--- config.mk ---
export PLATFORM = sky130hd
export DESIGN_NAME = ics_top
export DESIGN_NICKNAME = d
export VERILOG_FILES = /design/src/hdl/ics_flag_bit.v /design/src/hdl/ics_top.v
export VERILOG_INCLUDE_DIRS = /design/src /design/src/hdl
export SDC_FILE = /design/constraint.sdc
export NUM_CORES = 1
export LEC_CHECK = 0
export BUFFER_PORTS_ARGS = -buffer_cell sky130_fd_sc_hd__clkbuf_2
export CELL_PAD_IN_SITES_DETAIL_PLACEMENT = 0
export CELL_PAD_IN_SITES_GLOBAL_PLACEMENT = 1
export CORE_ASPECT_RATIO = 2
export CORE_MARGIN = 2
export CORE_UTILIZATION = 30
export DETAILED_ROUTE_END_ITERATION = 8
export PLACE_DENSITY = 0.67
export SYNTH_ARGS = -nofsm -noshare
export SYNTH_HDL_FRONTEND = slang
export SYNTH_SLANG_ARGS = --single-unit
export TNS_END_PERCENT = 50
--- constraint.sdc ---
create_clock -name pclk -period 1.65 [get_ports pclk]
set_input_delay 0 -clock pclk [delete_from_list [all_inputs] [get_ports pclk]]
set_output_delay 0 -clock pclk [all_outputs]
set_load 0.01 [all_outputs]
--- src/hdl/ics_regs.vh ---
// register offsets, field positions and reset values of the interrupt combine block
`ifndef ICS_REGS_VH
`define ICS_REGS_VH
`define ICS_IDX_INT_CTL      8'h11
`define ICS_IDX_SLEW_STAT    8'h12
`define ICS_IDX_PIN_CTL      8'h13
`define ICS_IDX_INT_FLAG     8'h14
`define ICS_IDX_INT_MASK     8'h15
`define ICS_IDX_INT_POL      8'h16
`define ICS_IDX_IRQ_LIVE_STATE     8'h17
`define ICS_IDX_PIN_SEL      8'h18
`define ICS_BIT_INT_EN       0
`define ICS_BIT_AND_OR       1
`define ICS_BIT_PIN0_OD      0
`define ICS_BIT_PIN1_OD      1
`define ICS_BIT_PIN0_SPIKE   4
`define ICS_BIT_PIN1_SPIKE   5
`define ICS_INT_CTL_RST      2'h0
`define ICS_PIN_CTL_RST      8'h00
`define ICS_FLAG_RST         8'h00
`define ICS_MASK_RST         8'h00
`define ICS_POL_RST          8'h00
`define ICS_PIN_SEL_RST      1'h0
`define ICS_PIN_CTL_WMASK    8'h3f
`define ICS_NSRC             8
`endif

--- src/hdl/ics_flag_bit.v ---
// one latched interrupt flag with edge detect, polarity and write-zero clear
`default_nettype none
module ics_flag_bit (
  // clock and reset
  input  wire pclk,
  input  wire presetn,
  input  wire clk_en,
  // control
  input  wire src,
  input  wire src_prev,
  input  wire edge_pol,
  input  wire int_en,
  input  wire clr,
  // state
  output reg  flag_ff
);

  wire edge_hit;
  wire nxt_flag;

  assign edge_hit = edge_pol ? (src & ~src_prev) : (~src & src_prev); // RULE_12
  // set wins over clear; frozen while disabled
  assign nxt_flag = ~int_en ? flag_ff : // RULE_06
                    (edge_hit ? 1'b1 : (clr ? 1'b0 : flag_ff)); // RULE_13

  always @(posedge pclk or negedge presetn) begin
    if (!presetn) begin
      flag_ff <= 1'b0;
    end else if (clk_en) begin
      flag_ff <= nxt_flag;
    end
  end

endmodule // ics_flag_bit
`default_nettype wire

--- src/hdl/ics_top.v ---
// interrupt combine, status pin control and slew status registers over apb
//
// The APB interface to the registers was left to the implementer.
`include "ics_regs.vh"
`default_nettype none
// What this block does
// RULE_01: with combine-select 1, interrupt only when all unmasked flags are set.
// RULE_02: with combine-select 0, interrupt when any unmasked flag is set.
// RULE_03: combine-select and enable are read-write, reset 0, loadable from startup image.
// RULE_04: interrupt circuit works only while enable bit 0 is 1.
// RULE_05: with enable 0, no interrupt appears on the status pins.
// RULE_06: with enable 0, latched flags never change.
// RULE_07: live register always shows raw source state regardless of enable.
// RULE_08: four read-only slew valid bits at 7..4, reset to 0.
// RULE_09: open-drain enable bits 1 and 0 for status pins, reset 0.
// RULE_10: spike limit bits 5 and 4 per status pin, reset 0, driven out.
// RULE_11: a masked source never contributes to the interrupt.
// RULE_12: flag set on rising edge if polarity 1, falling edge if 0.
// RULE_13: software clears a flag by writing 0; flags reset to 0.
// RULE_14: interrupt registered from flags and masks, one stage, to selected pin.
module ics_top #(
  parameter NSRC = `ICS_NSRC
) (
  // apb clock and reset
  input  wire             pclk,
  input  wire             presetn,
  input  wire             clk_en,
  // apb slave
  input  wire             psel,
  input  wire             penable,
  input  wire             pwrite,
  input  wire [11:0]      paddr,
  input  wire [31:0]      pwdata,
  input  wire [3:0]       pstrb,
  output reg  [31:0]      prdata,
  output reg              pready,
  output reg              pslverr,
  // startup configuration load
  input  wire             cfg_load,
  input  wire [1:0]       cfg_int_ctl,
  // interrupt sources and slew detector
  input  wire [NSRC-1:0]  irq_src,
  input  wire [3:0]       slew_valid,
  // status pins
  output reg              status_out_a,
  output reg              status_out_a_oe,
  output reg              status_out_b,
  output reg              status_out_b_oe,
  output reg              pin0_open_drain_en,
  output reg              pin1_open_drain_en,
  output reg              pin0_spike_limit,
  output reg              pin1_spike_limit
);

  // ************************************************
  // registers
  // ************************************************
  reg  [1:0]      int_ctl_ff;
  reg  [7:0]      pin_ctl_ff;
  reg  [NSRC-1:0] mask_ff;
  reg  [NSRC-1:0] pol_ff;
  reg  [NSRC-1:0] irq_live_state_ff;
  reg  [3:0]      slew_ff;
  reg             pin_sel_ff;
  wire [NSRC-1:0] flag_ff;
  wire [NSRC-1:0] flag_clr;

  wire [9:0]      widx;
  wire            acc;
  wire            commit;
  wire            wr;
  wire            wr_lo;
  wire            hit;
  wire            ro_hit;
  wire            nxt_err;

  wire            int_en;
  wire            and_or;
  wire [NSRC-1:0] act;
  wire            comb;
  wire            nxt_irq;

  wire            we_int_ctl;
  wire            we_pin_ctl;
  wire            we_flag;
  wire            we_mask;
  wire            we_pol;
  wire            we_pin_sel;

  wire [31:0]     rd_int_ctl;
  wire [31:0]     rd_slew;
  wire [31:0]     rd_pin_ctl;
  wire [31:0]     rd_flag;
  wire [31:0]     rd_mask;
  wire [31:0]     rd_pol;
  wire [31:0]     rd_live;
  wire [31:0]     rd_pin_sel;
  reg  [31:0]     nxt_rdata;

  reg             nxt_stat_a;
  reg             nxt_stat_b;
  reg             nxt_oe_a;
  reg             nxt_oe_b;

  reg  [1:0]      state_ff;
  reg  [1:0]      nxt_state;

  assign widx   = paddr[11:2];
  assign int_en = int_ctl_ff[`ICS_BIT_INT_EN];
  assign and_or = int_ctl_ff[`ICS_BIT_AND_OR];

  // ************************************************
  // apb handshake
  // ************************************************
  localparam [1:0] ST_WAIT  = 2'b01;
  localparam [1:0] ST_DONE  = 2'b10;
  localparam       NSRC_PAD = 32 - NSRC;

  always @* begin
    nxt_state = state_ff;
    case (state_ff)
      ST_WAIT: begin
        if (psel && penable) begin
          nxt_state = ST_DONE;
        end
      end
      ST_DONE: begin
        nxt_state = ST_WAIT;
      end
      default: begin
        nxt_state = ST_WAIT;
      end
    endcase
  end

  always @(posedge pclk or negedge presetn) begin
    if (!presetn) begin
      state_ff <= ST_WAIT;
    end else if (clk_en) begin
      state_ff <= nxt_state;
    end
  end

  // access taken in wait state, write committed at the ready edge
  assign acc    = psel & penable & state_ff[0];
  assign commit = psel & penable & state_ff[1];
  assign wr     = commit & pwrite;
  assign wr_lo  = wr & pstrb[0];

  // ************************************************
  // write decode and errors
  // ************************************************
  assign we_int_ctl = wr_lo & (widx == {2'h0, `ICS_IDX_INT_CTL});
  assign we_pin_ctl = wr_lo & (widx == {2'h0, `ICS_IDX_PIN_CTL});
  assign we_flag    = wr_lo & (widx == {2'h0, `ICS_IDX_INT_FLAG});
  assign we_mask    = wr_lo & (widx == {2'h0, `ICS_IDX_INT_MASK});
  assign we_pol     = wr_lo & (widx == {2'h0, `ICS_IDX_INT_POL});
  assign we_pin_sel = wr_lo & (widx == {2'h0, `ICS_IDX_PIN_SEL});
  assign ro_hit     = (widx == {2'h0, `ICS_IDX_SLEW_STAT}) | (widx == {2'h0, `ICS_IDX_IRQ_LIVE_STATE});
  assign nxt_err    = acc & (~hit | (pwrite & ro_hit));

  // ************************************************
  // flags
  // ************************************************
  genvar g;
  generate
    for (g = 0; g < NSRC; g = g + 1) begin : g_flag
      assign flag_clr[g] = we_flag & ~pwdata[g]; // RULE_13
      ics_flag_bit u_flag (
        .pclk     (pclk),
        .presetn  (presetn),
        .clk_en   (clk_en),
        .src      (irq_src[g]),
        .src_prev (irq_live_state_ff[g]),
        .edge_pol (pol_ff[g]),
        .int_en   (int_en),
        .clr      (flag_clr[g]),
        .flag_ff  (flag_ff[g])
      );
    end
  endgenerate

  // ************************************************
  // combine
  // ************************************************
  assign act     = flag_ff | mask_ff; // RULE_11
  assign comb    = and_or ? ((&act) & ~(&mask_ff)) // RULE_01
                          : (|(flag_ff & ~mask_ff)); // RULE_02
  assign nxt_irq = int_en & comb; // RULE_04

  // ************************************************
  // source sampling
  // ************************************************
  always @(posedge pclk or negedge presetn) begin
    if (!presetn) begin
      irq_live_state_ff <= {NSRC{1'b0}};
      slew_ff           <= 4'h0;
    end else if (clk_en) begin
      irq_live_state_ff <= irq_src; // RULE_07
      slew_ff           <= slew_valid; // RULE_08
    end
  end

  // ************************************************
  // status pins
  // ************************************************
  always @* begin
    nxt_stat_a = 1'b0;
    nxt_stat_b = 1'b0;
    nxt_oe_a   = 1'b1;
    nxt_oe_b   = 1'b1;
    if (pin_sel_ff) begin
      nxt_stat_b = nxt_irq; // RULE_05
    end else begin
      nxt_stat_a = nxt_irq; // RULE_05
    end
    // open drain: drive low only, release for high
    if (pin_ctl_ff[`ICS_BIT_PIN0_OD]) begin
      nxt_oe_a = ~nxt_stat_a; // RULE_09
    end
    if (pin_ctl_ff[`ICS_BIT_PIN1_OD]) begin
      nxt_oe_b = ~nxt_stat_b; // RULE_09
    end
  end

  always @(posedge pclk or negedge presetn) begin
    if (!presetn) begin
      status_out_a    <= 1'b0;
      status_out_a_oe <= 1'b1;
      status_out_b    <= 1'b0;
      status_out_b_oe <= 1'b1;
    end else if (clk_en) begin
      status_out_a    <= nxt_stat_a; // RULE_14
      status_out_a_oe <= nxt_oe_a;
      status_out_b    <= nxt_stat_b; // RULE_14
      status_out_b_oe <= nxt_oe_b;
    end
  end

  // ************************************************
  // config registers
  // ************************************************
  always @(posedge pclk or negedge presetn) begin
    if (!presetn) begin
      int_ctl_ff <= `ICS_INT_CTL_RST; // RULE_03
    end else if (clk_en) begin
      if (cfg_load) begin
        int_ctl_ff <= cfg_int_ctl; // RULE_03
      end else if (we_int_ctl) begin
        int_ctl_ff <= pwdata[1:0]; // RULE_03
      end
    end
  end

  always @(posedge pclk or negedge presetn) begin
    if (!presetn) begin
      pin_ctl_ff <= `ICS_PIN_CTL_RST;
    end else if (clk_en && we_pin_ctl) begin
      pin_ctl_ff <= pwdata[7:0] & `ICS_PIN_CTL_WMASK; // RULE_10
    end
  end

  always @(posedge pclk or negedge presetn) begin
    if (!presetn) begin
      mask_ff <= {NSRC{1'b0}};
    end else if (clk_en && we_mask) begin
      mask_ff <= pwdata[NSRC-1:0]; // RULE_11
    end
  end

  always @(posedge pclk or negedge presetn) begin
    if (!presetn) begin
      pol_ff <= {NSRC{1'b0}};
    end else if (clk_en && we_pol) begin
      pol_ff <= pwdata[NSRC-1:0]; // RULE_12
    end
  end

  always @(posedge pclk or negedge presetn) begin
    if (!presetn) begin
      pin_sel_ff <= `ICS_PIN_SEL_RST;
    end else if (clk_en && we_pin_sel) begin
      pin_sel_ff <= pwdata[0];
    end
  end

  // ************************************************
  // pin driver controls
  // ************************************************
  always @(posedge pclk or negedge presetn) begin
    if (!presetn) begin
      pin0_open_drain_en <= 1'b0;
      pin0_spike_limit   <= 1'b0;
    end else if (clk_en) begin
      pin0_open_drain_en <= pin_ctl_ff[`ICS_BIT_PIN0_OD]; // RULE_09
      pin0_spike_limit   <= pin_ctl_ff[`ICS_BIT_PIN0_SPIKE]; // RULE_10
    end
  end

  always @(posedge pclk or negedge presetn) begin
    if (!presetn) begin
      pin1_open_drain_en <= 1'b0;
      pin1_spike_limit   <= 1'b0;
    end else if (clk_en) begin
      pin1_open_drain_en <= pin_ctl_ff[`ICS_BIT_PIN1_OD]; // RULE_09
      pin1_spike_limit   <= pin_ctl_ff[`ICS_BIT_PIN1_SPIKE]; // RULE_10
    end
  end

  // ************************************************
  // apb read and answer
  // ************************************************
  assign rd_int_ctl = {30'h0, int_ctl_ff};
  assign rd_slew    = {24'h0, slew_ff, 4'h0}; // RULE_08
  assign rd_pin_ctl = {24'h0, pin_ctl_ff};
  assign rd_flag    = {{NSRC_PAD{1'b0}}, flag_ff};
  assign rd_mask    = {{NSRC_PAD{1'b0}}, mask_ff};
  assign rd_pol     = {{NSRC_PAD{1'b0}}, pol_ff};
  assign rd_live    = {{NSRC_PAD{1'b0}}, irq_live_state_ff}; // RULE_07
  assign rd_pin_sel = {31'h0, pin_sel_ff};

  always @* begin
    nxt_rdata = 32'h0000_0000;
    case (widx)
      {2'h0, `ICS_IDX_INT_CTL}:   nxt_rdata = rd_int_ctl;
      {2'h0, `ICS_IDX_SLEW_STAT}: nxt_rdata = rd_slew; // RULE_08
      {2'h0, `ICS_IDX_PIN_CTL}:   nxt_rdata = rd_pin_ctl;
      {2'h0, `ICS_IDX_INT_FLAG}:  nxt_rdata = rd_flag;
      {2'h0, `ICS_IDX_INT_MASK}:  nxt_rdata = rd_mask;
      {2'h0, `ICS_IDX_INT_POL}:   nxt_rdata = rd_pol;
      {2'h0, `ICS_IDX_IRQ_LIVE_STATE}:  nxt_rdata = rd_live; // RULE_07
      {2'h0, `ICS_IDX_PIN_SEL}:   nxt_rdata = rd_pin_sel;
      default:                    nxt_rdata = 32'h0000_0000;
    endcase
  end

  assign hit = (widx >= {2'h0, `ICS_IDX_INT_CTL}) && (widx <= {2'h0, `ICS_IDX_PIN_SEL});

  always @(posedge pclk or negedge presetn) begin
    if (!presetn) begin
      prdata  <= 32'h0000_0000;
      pready  <= 1'b0;
      pslverr <= 1'b0;
    end else if (clk_en) begin
      pready  <= (nxt_state == ST_DONE);
      pslverr <= nxt_err;
      prdata  <= (acc & ~pwrite) ? nxt_rdata : 32'h0000_0000;
    end
  end

endmodule // ics_top
`default_nettype wire

# Word-level counts from Yosys, hierarchy flattened
# Cells that the tools add are included.
[word_totals] regBits=89 latch_bits=0 ram_bits=0 rom_bits=0 in_bits=69 out_inout_bits=42 n_memories=0
[classes] n_addsub=0 multipliers=0 n_div=0 order_cmp=2 n_eq_ne=10 n_shift=0 muxes=35 n_bitwise=74 reduce_logical=27
[ops] cell="10-bit by 5-bit equality test with 1-bit output, second input constant" n=8
[ops] cell="8-bit case mux with 8 select lines" n=1
[ops] cell="1-bit bitwise AND" n=40
[ops] cell="32-bit 2-to-1 mux" n=1
[ops] cell="1-bit 2-to-1 mux" n=29
[ops] cell="1-bit NOT" n=29
[ops] cell="3-bit AND reduction" n=8
[ops] cell="2-bit nonzero test" n=9
[ops] cell="8-bit AND reduction" n=2
[ops] cell="10-bit by 5-bit >= comparator with 1-bit output, second input constant" n=1
[ops] cell="10-bit by 5-bit less-or-equal comparator with 1-bit output, second input constant" n=1
[ops] cell="8-bit bitwise AND" n=1
[ops] cell="2-bit 2-to-1 mux" n=4
[ops] cell="8-bit NOT" n=1
[ops] cell="8-bit bitwise OR" n=1
[ops] cell="8-bit OR reduction" n=1
[ops] cell="1-bit logical AND" n=6
[ops] cell="2-bit by 1-bit equality test with 1-bit output, second input constant" n=1
[ops] cell="2-bit equality test, second input constant" n=1
[ops] cell="1-bit bitwise OR" n=2
[ops] cell="2-bit AND reduction" n=1

# Longest topological paths before layout
# Gate-level depths: netlist of the first run.
[depth] ltp_word=8 depth_mapped=6

# Modules after synthesis
# A second synthesis of the first run with hierarchy kept.
[unflattened] cells_unflattened=322 area_unflattened_um2=3574.7
[by_module_without_submodules] mod="ics_top" instances=1 cells_per_inst=274 area_per_inst_um2=3114.2 seq_area_each_um2=1430.1
[by_module_without_submodules] mod="ics_flag_bit" instances=8 cells_per_inst=6 area_per_inst_um2=57.6 seq_area_each_um2=25.0

# Worst setup path before layout of the first run
# Ideal clock, no wire load.
[synth_timing] path_type="input to register" start="input paddr[11]" end="register mask_ff[0]" setup_time_ns=0.125 arrival_time_ns=1.517 required_ns=1.525 slack_ns=0.008 path_stages=4 path_buffers=0 cell_sequence="or4_4 -> nor4_4 -> nand4_2 -> mux2_2"
[synth_between] elab_chain_len=3
[synth_lines] item="start: declaration" line_no="ics_top.v:32" source="input wire [11:0] paddr,"
[synth_lines] item="10-bit by 5-bit equality test with 1-bit output" line_no="ics_top.v:156" source="assign we_mask = wr_lo & (widx == {2'h0, `ICS_IDX_INT_MASK});"
[synth_lines] item="1-bit bitwise AND" line_no="ics_top.v:156"
[synth_lines] item="1-bit logical AND" line_no="ics_top.v:266" source="end else if (clk_en && we_mask) begin"
[synth_lines] item="end signal: assignment" line_no="ics_top.v:265" source="mask_ff <= {NSRC{1'b0}};"
[synth_lines] item="end signal: assignment" line_no="ics_top.v:267" source="mask_ff <= pwdata[NSRC-1:0];"
[synth_lines] item="end: declaration" line_no="ics_top.v:60" source="reg [NSRC-1:0] mask_ff;"
# No other way between the ends.
# A chain may end at the register's enable or synchronous reset.

# Final worst setup path of the first run
[layout_timing] start="register state_ff[1]" end="register pin_ctl_ff[5]"
[layout_between] elab_chain_len=5
[layout_lines] item="start: declaration" line_no="ics_top.v:105" source="reg [1:0] state_ff;"
[layout_lines] item="start signal: assignment" line_no="ics_top.v:140" source="state_ff <= nxt_state;"
[layout_lines] item="1-bit bitwise AND" line_no="ics_top.v:146" source="assign commit = psel & penable & state_ff[1];"
[layout_lines] item="1-bit bitwise AND" line_no="ics_top.v:147" source="assign wr = commit & pwrite;"
[layout_lines] item="1-bit bitwise AND" line_no="ics_top.v:148" source="assign wr_lo = wr & pstrb[0];"
[layout_lines] item="1-bit bitwise AND" line_no="ics_top.v:154" source="assign we_pin_ctl = wr_lo & (widx == {2'h0, `ICS_IDX_PIN_CTL});"
[layout_lines] item="1-bit logical AND" line_no="ics_top.v:258" source="end else if (clk_en && we_pin_ctl) begin"
[layout_lines] item="end signal: assignment" line_no="ics_top.v:257" source="pin_ctl_ff <= `ICS_PIN_CTL_RST;"
[layout_lines] item="end signal: assignment" line_no="ics_top.v:259" source="pin_ctl_ff <= pwdata[7:0] & `ICS_PIN_CTL_WMASK;"
[layout_lines] item="end: declaration" line_no="ics_top.v:59" source="reg [7:0] pin_ctl_ff;"
# No other way between the ends.

==> flow_metrics.env, run 1 <==
export IMPL_skew_ns=0.00556
export IMPL_p_leak_nw=2.19
export IMPL_slew_violations=0
export IMPL_wl_um=9990
export IMPL_rows=55
export IMPL_min_path_type="primary input to register"
export IMPL_crit_fanout=6
export IMPL_setup_viol=2
export IMPL_area_growth_pct=33.7
export IMPL_max_cap_violations=0
export IMPL_tritoncts="done"
export IMPL_ys_seq_area_share_pct=46.5
export IMPL_first_pass_iters=4
export IMPL_crit_family="simple AND/OR/NAND/NOR gates"
export IMPL_hold_viol=0
export IMPL_start_util_pct=30.9
export IMPL_post_route_util_pct=41.3
export IMPL_hold_depth=2
export IMPL_clk_pin_slew_ns=0.06
export IMPL_synthTopCellsByCount="dfrtp_1 (62), mux2_2 (42), buf_4 (24)"
export IMPL_power_density_nw_per_um2=842
export IMPL_grt_max_degree=39
export IMPL_crit_slowest_cell="nor4_4"
export IMPL_crit_type="register to register"
export IMPL_dr_wl_met2_um=5780
export IMPL_detail_route_antenna_nets=0
export IMPL_violations="setup timing"
export IMPL_core_area_um2=11400
export IMPL_fin_tns_setup_ns=-0.00514
export IMPL_crit_arrival_ns=1.88
export IMPL_clockBufferDepth=2
export IMPL_grt_pass1_vias=2985
export IMPL_peakVddDrop_mv=0.470
export IMPL_fin_nets=509
export IMPL_place_inst=550
export IMPL_wl_per_cell_um=17.0
export IMPL_rsz0062_at_grt="yes"
export IMPL_path_buf_inv=2
export IMPL_die_w_um=80.4
export IMPL_grt_ovfl_total=0
export IMPL_antenna_found_initial=0
export IMPL_yosysTopAreaCell="dfrtp_1"
export IMPL_clk_latency_ns=0.34
export IMPL_synth_cell_types=49
export IMPL_final_layout_size_suffix_gt1_share_pct=40.0
export IMPL_globalplace_congestion=0.925
export IMPL_avgSynthCellArea_um2=10.7
export IMPL_cts_root_buf="clkbuf_16"
export IMPL_worstMarginPinSlew_ns=0.627
export IMPL_vias=2887
export IMPL_crit_reg2reg_capture="pin_ctl_ff[5]"
export IMPL_period_share_pct=100
export IMPL_max_freq_ghz=0.605
export IMPL_slowest_delay_ns=0.35
export IMPL_min_period_ns=1.65
export IMPL_path_cells="nand4_1 -> nor4_4 -> buf_4 -> nand3_2 -> buf_6 -> mux2_2"
export IMPL_drt_met1_wl_um=3480
export IMPL_status="finished with violations"
export IMPL_diodes=0
export IMPL_top_layer="met4"
export IMPL_r2r_cells=6
export IMPL_holdPathEnd="pin_ctl_ff[1]"
export IMPL_timing_rr_start="state_ff[1]"
export IMPL_final_instance_count_excl_fill=587
export IMPL_yosysTopAreaCellShare_pct=44.3
export IMPL_min_from="pwdata[1]"
export IMPL_synthCells=327
export IMPL_dieArea_um2=12600
export IMPL_cts_made_buffers=9
export IMPL_synth_edff_count=0
export IMPL_io_buffers=57
export IMPL_cp_data_required_time_ns=1.87
export IMPL_relSlewSlack_pct=58.2
export IMPL_drc=0
export IMPL_start_kind="register"
export IMPL_drtIter0Drc=101
export IMPL_finalWorstSetupSlack_ns=-0.00397
export IMPL_met3_length_um=376
export IMPL_fillCellCount=1151
export IMPL_synth_top_flop_cell="dfrtp_1"
export IMPL_dp_hpwl_um=7840
export IMPL_yosysWarnings=0
export IMPL_synth_area_um2=3500
export IMPL_yosysMostFrequentCell="dfrtp_1"
export IMPL_htreeDepth=3
export IMPL_fin_total_pwr_mw=3.95
export IMPL_grt_usage_pct=17.0
export IMPL_grt_pass1_wl_um=15600
export IMPL_synthArstFlopShare_pct=100
export IMPL_endpoint_kind="register"
export IMPL_cts_sinks=65
export IMPL_synth_seq_cells=65
export IMPL_ioPinCount=111
export IMPL_reg2reg_setup_slack_ns=-0.004
export IMPL_yosys_top_cells_area="dfrtp_1 (44%), mux2_2 (13%), buf_4 (5.1%)"
export IMPL_via_per_inst=4.92
export IMPL_die_h_um=157
-- metrics by stage --
step | setup WS [ns] | hold slack, ns | cell area (um2)
after floorplan | 0.00793 | -0.296 | 3590
after global placement | -0.160 | 0.0442 | 4150
after detailed placement | -0.178 | 0.0537 | 4150
after CTS | 0.00914 | 0.0172 | 4640
after global routing | -0.0952 | 0.0152 | 4680
final | -0.00397 | 0.0247 | 4680
-- flip-flops by register name, summed over array words and instances (netlist names), 4 cells and up --
register,count
mask_ff,8
prdata,8
slew_ff,4
g_flag.u_flag.flag_ff,8
pol_ff,8
pin_ctl_ff,6
irq_live_state_ff,8
-- power by group --
part / leakage [nW] / switching (mW) / internal, mW
clock network: 0.132 / 0.757 / 1.02
registers: 0.821 / 0.0448 / 1.65
logic: 1.23 / 0.255 / 0.214
total: 2.19 / 1.06 / 2.89
-- cells in the final DEF, fill, tap and decap left out, types with 5 or more instances in the layout --
cell type | synthesis | final
buf_4 | 24 | 37
nand2_1 | 11 | 11
clkbuf_2 | 0 | 57
nand2b_1 | 6 | 6
conb_1 | 1 | 24
dlygate4sd3_1 | 0 | 19
nand4_1 | 8 | 8
a21oi_1 | 11 | 11
o22ai_1 | 23 | 23
mux2_2 | 42 | 42
mux4_2 | 5 | 5
clkbuf_16 | 0 | 9
dfrtp_1 | 62 | 62
nor2_1 | 21 | 21
inv_1 | 21 | 21
nor3_1 | 11 | 9
-- worst max path at each step --
stage / start / cells past startpoint / end
finish: state_ff[1] / 6 / pin_ctl_ff[5]
global route: state_ff[1] / 6 / pin_ctl_ff[0]
CTS: g_flag[4].u_flag.flag_ff / 4 / status_out_b_oe
detailed placement: paddr[11] / 7 / pin_ctl_ff[5]
global placement: paddr[11] / 7 / pin_ctl_ff[4]
floorplan: paddr[11] / 4 / mask_ff[0]
-- final cells by class --
| type | instances | area, um2 | share of cell area, % |
|---|---|---|---|
| sequential | 65 | 1630 | 34.8 |
| clock buffer | 9 | 225 | 4.81 |
| tap | 142 | 178 | 3.79 |
| multi-input combinational | 226 | 1690 | 36.1 |
| timing repair buffer | 117 | 825 | 17.6 |
| inverter | 21 | 78.8 | 1.68 |
| clock inverter | 7 | 55.1 | 1.18 |
-- per-layer routing --
| layer | up-vias | global-route usage [%] |
|---|---|---|
| met1 | 1396 | 16.6 |
| met2 | 84 | 32.1 |
| li1 | 1383 | - |
| met5 | - | 0 |
| met3 | 24 | 3.40 |
| met4 | 0 | 9.12 |
-- timing repair --
action,in CTS,in global routing
endpoints found under the setup margin,4,25
hold endpoints to repair,48,0
buffers inserted,2,0
pin swaps,3,3
hold buffers,19,0
gates resized for setup,2,9
-- kinds of logic (layout without fill, tap and decap cells) --
family,Yosys count,in the layout,synth area share (%)
AND/OR/NAND/NOR,89,89,14.6
flip-flops,65,65,46.5
AO/OA/AOI/OAI,62,62,12.0
buffers and inverters,59,154,9.00
multiplexers,51,51,17.9
other,1,24,0.107
(Power assumes the default switching activity.)
==> run 2, diff against run 1 <==
ABC_AREA = 1   (was unset)
CELL_PAD_IN_SITES_DETAIL_PLACEMENT = unset   (was 0)
CELL_PAD_IN_SITES_GLOBAL_PLACEMENT = unset   (was 1)
PLACE_DENSITY = 0.53   (was 0.67)
==> run 2 against run 1 <==
Against the previous run: the run now ends clean; design area is 2.6% higher; area after synthesis increased by 11%; flip-flop and latch count unchanged; fmax rose by 12%; final cell count grew 29%; synthesized cell count grew 56%; power up 1.9%; count of clock-buffer cells in the layout increased by 6; worst setup slack better by 0.17 ns; clock skew up 0.0014 ns.
==> flow_metrics.env, run 2 <==
export IMPL_clk_latency_ns=0.33
export IMPL_vias=3520
export IMPL_fin_area_um2=4810
export IMPL_slew_violations=0
export IMPL_yosysTopAreaCell="dfrtp_1"
export IMPL_dp_hpwl_um=8430
export IMPL_synth_area_um2=3890
export IMPL_htreeDepth=3
export IMPL_endpoint_kind="register"
export IMPL_start_kind="register"
export IMPL_synth_top_flop_cell="dfrtp_1"
export IMPL_timing_rr_start="state_ff[1]"
export IMPL_die_h_um=165
export IMPL_cts_resized=0
export IMPL_tritoncts="done"
export IMPL_p_leak_nw=2.56
export IMPL_grt_pass1_vias=3540
export IMPL_first_pass_iters=4
export IMPL_yosysWarnings=0
export IMPL_min_from="cfg_int_ctl[0]"
export IMPL_period_share_pct=89.8
export IMPL_wl_per_cell_um=14.1
export IMPL_fillCellCount=1363
export IMPL_hold_buffers=22
export IMPL_antenna_found_initial=0
export IMPL_cts_made_buffers=9
export IMPL_clockBufferDepth=2
export IMPL_crit_reg2reg_capture="pin_ctl_ff[2]"
export IMPL_yosysMostFrequentCell="nand2_1"
export IMPL_rows=58
export IMPL_avgSynthCellArea_um2=7.64
export IMPL_cp_data_required_time_ns=1.87
export IMPL_synth_cell_types=31
export IMPL_cts_setup_buffers=0
export IMPL_seqCellArea_um2=1630
export IMPL_max_freq_ghz=0.675
export IMPL_worstMarginPinSlew_ns=0.528
export IMPL_skew_ns=0.00693
export IMPL_synth_seq_cells=65
export IMPL_layout_common_cells="nand2_1 (157), dfrtp_1 (62), inv_1 (58)"
export IMPL_core_area_um2=12600
export IMPL_io_buffers=57
export IMPL_yosys_top_cells_area="dfrtp_1 (40%), nand2_1 (15%), inv_1 (5.6%)"
export IMPL_relSlewSlack_pct=64.8
export IMPL_whs_ns=0.0223
export IMPL_r2r_cells=8
export IMPL_final_layout_size_suffix_gt1_share_pct=22.4
export IMPL_min_period_ns=1.48
export IMPL_peakVddDrop_mv=0.503
export IMPL_layout_commonest_cell="nand2_1"
export IMPL_hold_viol=0
export IMPL_ioPinCount=111
export IMPL_setup_viol=0
export IMPL_detail_route_antenna_nets=0
export IMPL_crit_slowest_cell="dfrtp_1"
export IMPL_synthTopCellsByCount="nand2_1 (157), dfrtp_1 (62), inv_1 (58)"
export IMPL_die_w_um=84.5
export IMPL_crit_type="register to register"
export IMPL_placed_area_um2=4330
export IMPL_grt_max_degree=32
export IMPL_wl_um=10600
export IMPL_place_inst=719
export IMPL_drc=0
export IMPL_dieArea_um2=13900
export IMPL_status="finished clean"
export IMPL_hold_depth=5
export IMPL_path_buf_inv=2
export IMPL_path_cells="inv_1 -> nor2_1 -> nand3_1 -> nor2_8 -> nand4_2 -> buf_4 -> nand2_1 -> o21ai_2"
export IMPL_reg2reg_setup_slack_ns=0.17
export IMPL_synthArstFlopShare_pct=100
export IMPL_grt_pass1_wl_um=17500
export IMPL_area_growth_pct=23.6
export IMPL_min_path_type="primary input to register"
export IMPL_crit_family="simple AND/OR/NAND/NOR gates"
export IMPL_grt_ovfl_total=0
export IMPL_max_cap_violations=0
export IMPL_fin_total_pwr_mw=4.02
export IMPL_cts_sinks=65
export IMPL_fin_nets=671
export IMPL_start_util_pct=30.8
export IMPL_fin_tns_setup_ns=0
export IMPL_crit_fanout=8
export IMPL_synth_edff_count=0
export IMPL_rsz0062_at_grt="no"
export IMPL_ys_seq_area_share_pct=41.9
export IMPL_clk_pin_slew_ns=0.05
export IMPL_drtIter0Drc=224
export IMPL_grt_usage_pct=16.2
export IMPL_yosysTopAreaCellShare_pct=39.9
export IMPL_cts_root_buf="clkbuf_16"
export IMPL_multiInputGateArea_um2=1870
export IMPL_holdPathEnd="int_ctl_ff[0]"
export IMPL_final_instance_count_excl_fill=757
export IMPL_slowest_delay_ns=0.34
export IMPL_globalplace_congestion=0.937
export IMPL_diodes=0
export IMPL_crit_arrival_ns=1.70
export IMPL_via_per_inst=4.65
export IMPL_power_density_nw_per_um2=836
export IMPL_synthCells=509
==> run 2: stage by stage <==
| step | utilization [%] | setup slack, ns |
|---|---|---|
| 2_1_floorplan | - | 0.316 |
| 3_3_place_gp | 34.3 | 0.203 |
| 3_5_place_dp | 34.3 | 0.172 |
| 4_1_cts | 38.1 | 0.161 |
| 5_1_grt | 38.1 | 0.0337 |
| 6_report | 38.1 | 0.168 |
==> run 2: how the worst max path moves through the flow <==
stage / to / from / cells after the start
after CTS: pin_ctl_ff[2] / state_ff[1] / 8
after global routing: g_flag[3].u_flag.flag_ff / state_ff[1] / 8
after floorplan: pin_ctl_ff[0] / state_ff[1] / 8
final: pin_ctl_ff[2] / state_ff[1] / 8
after detailed placement: pin_ctl_ff[2] / state_ff[1] / 8
after global placement: pin_ctl_ff[1] / state_ff[1] / 8
==> run 2: kinds of logic (layout without fill, tap and decap cells) <==
kind of cell	after synthesis	count (layout)	synth area share (%)
AND/OR/NAND/NOR	272	272	33.9
buffers and inverters	96	171	12.4
AO/OA/AOI/OAI	75	75	11.8
flip-flops	65	65	41.9
other	1	24	0.0964
==> run 2: worst register-to-register path: cells and delay by family, from the launching register on <==
kind / cells / cell delay (ns)
flip-flops: 1 / 0.34
AND/OR/NAND/NOR: 5 / 0.71
buffers and inverters: 2 / 0.27
AO/OA/AOI/OAI: 1 / 0.05
==> run 2: final cells by class <==
type                       instances  area share, %
tap                              150           3.90
clock buffer                      15           5.36
timing repair buffer              94           13.1
multi-input combinational        371           38.8
clock inverter                     1          0.104
inverter                          61           4.81
sequential                        65           33.9
==> run 2: layer usage <==
layer | up-vias | global-route usage [%] | wire length (um)
li1 | 1761 | - | -
met1 | 1622 | 16.8 | 3960
met2 | 109 | 29.7 | 5650
met3 | 28 | 3.15 | 507
met4 | 0 | 9.67 | 521
met5 | - | 0 | 0
==> run 2: report_power, final <==
group	internal, mW	leakage [nW]	total (mW)	switching (mW)
sequential	1.68	0.829	1.75	0.0670
combinational	0.197	1.61	0.561	0.364
clock	1.06	0.128	1.71	0.654
total	2.94	2.56	4.02	1.08
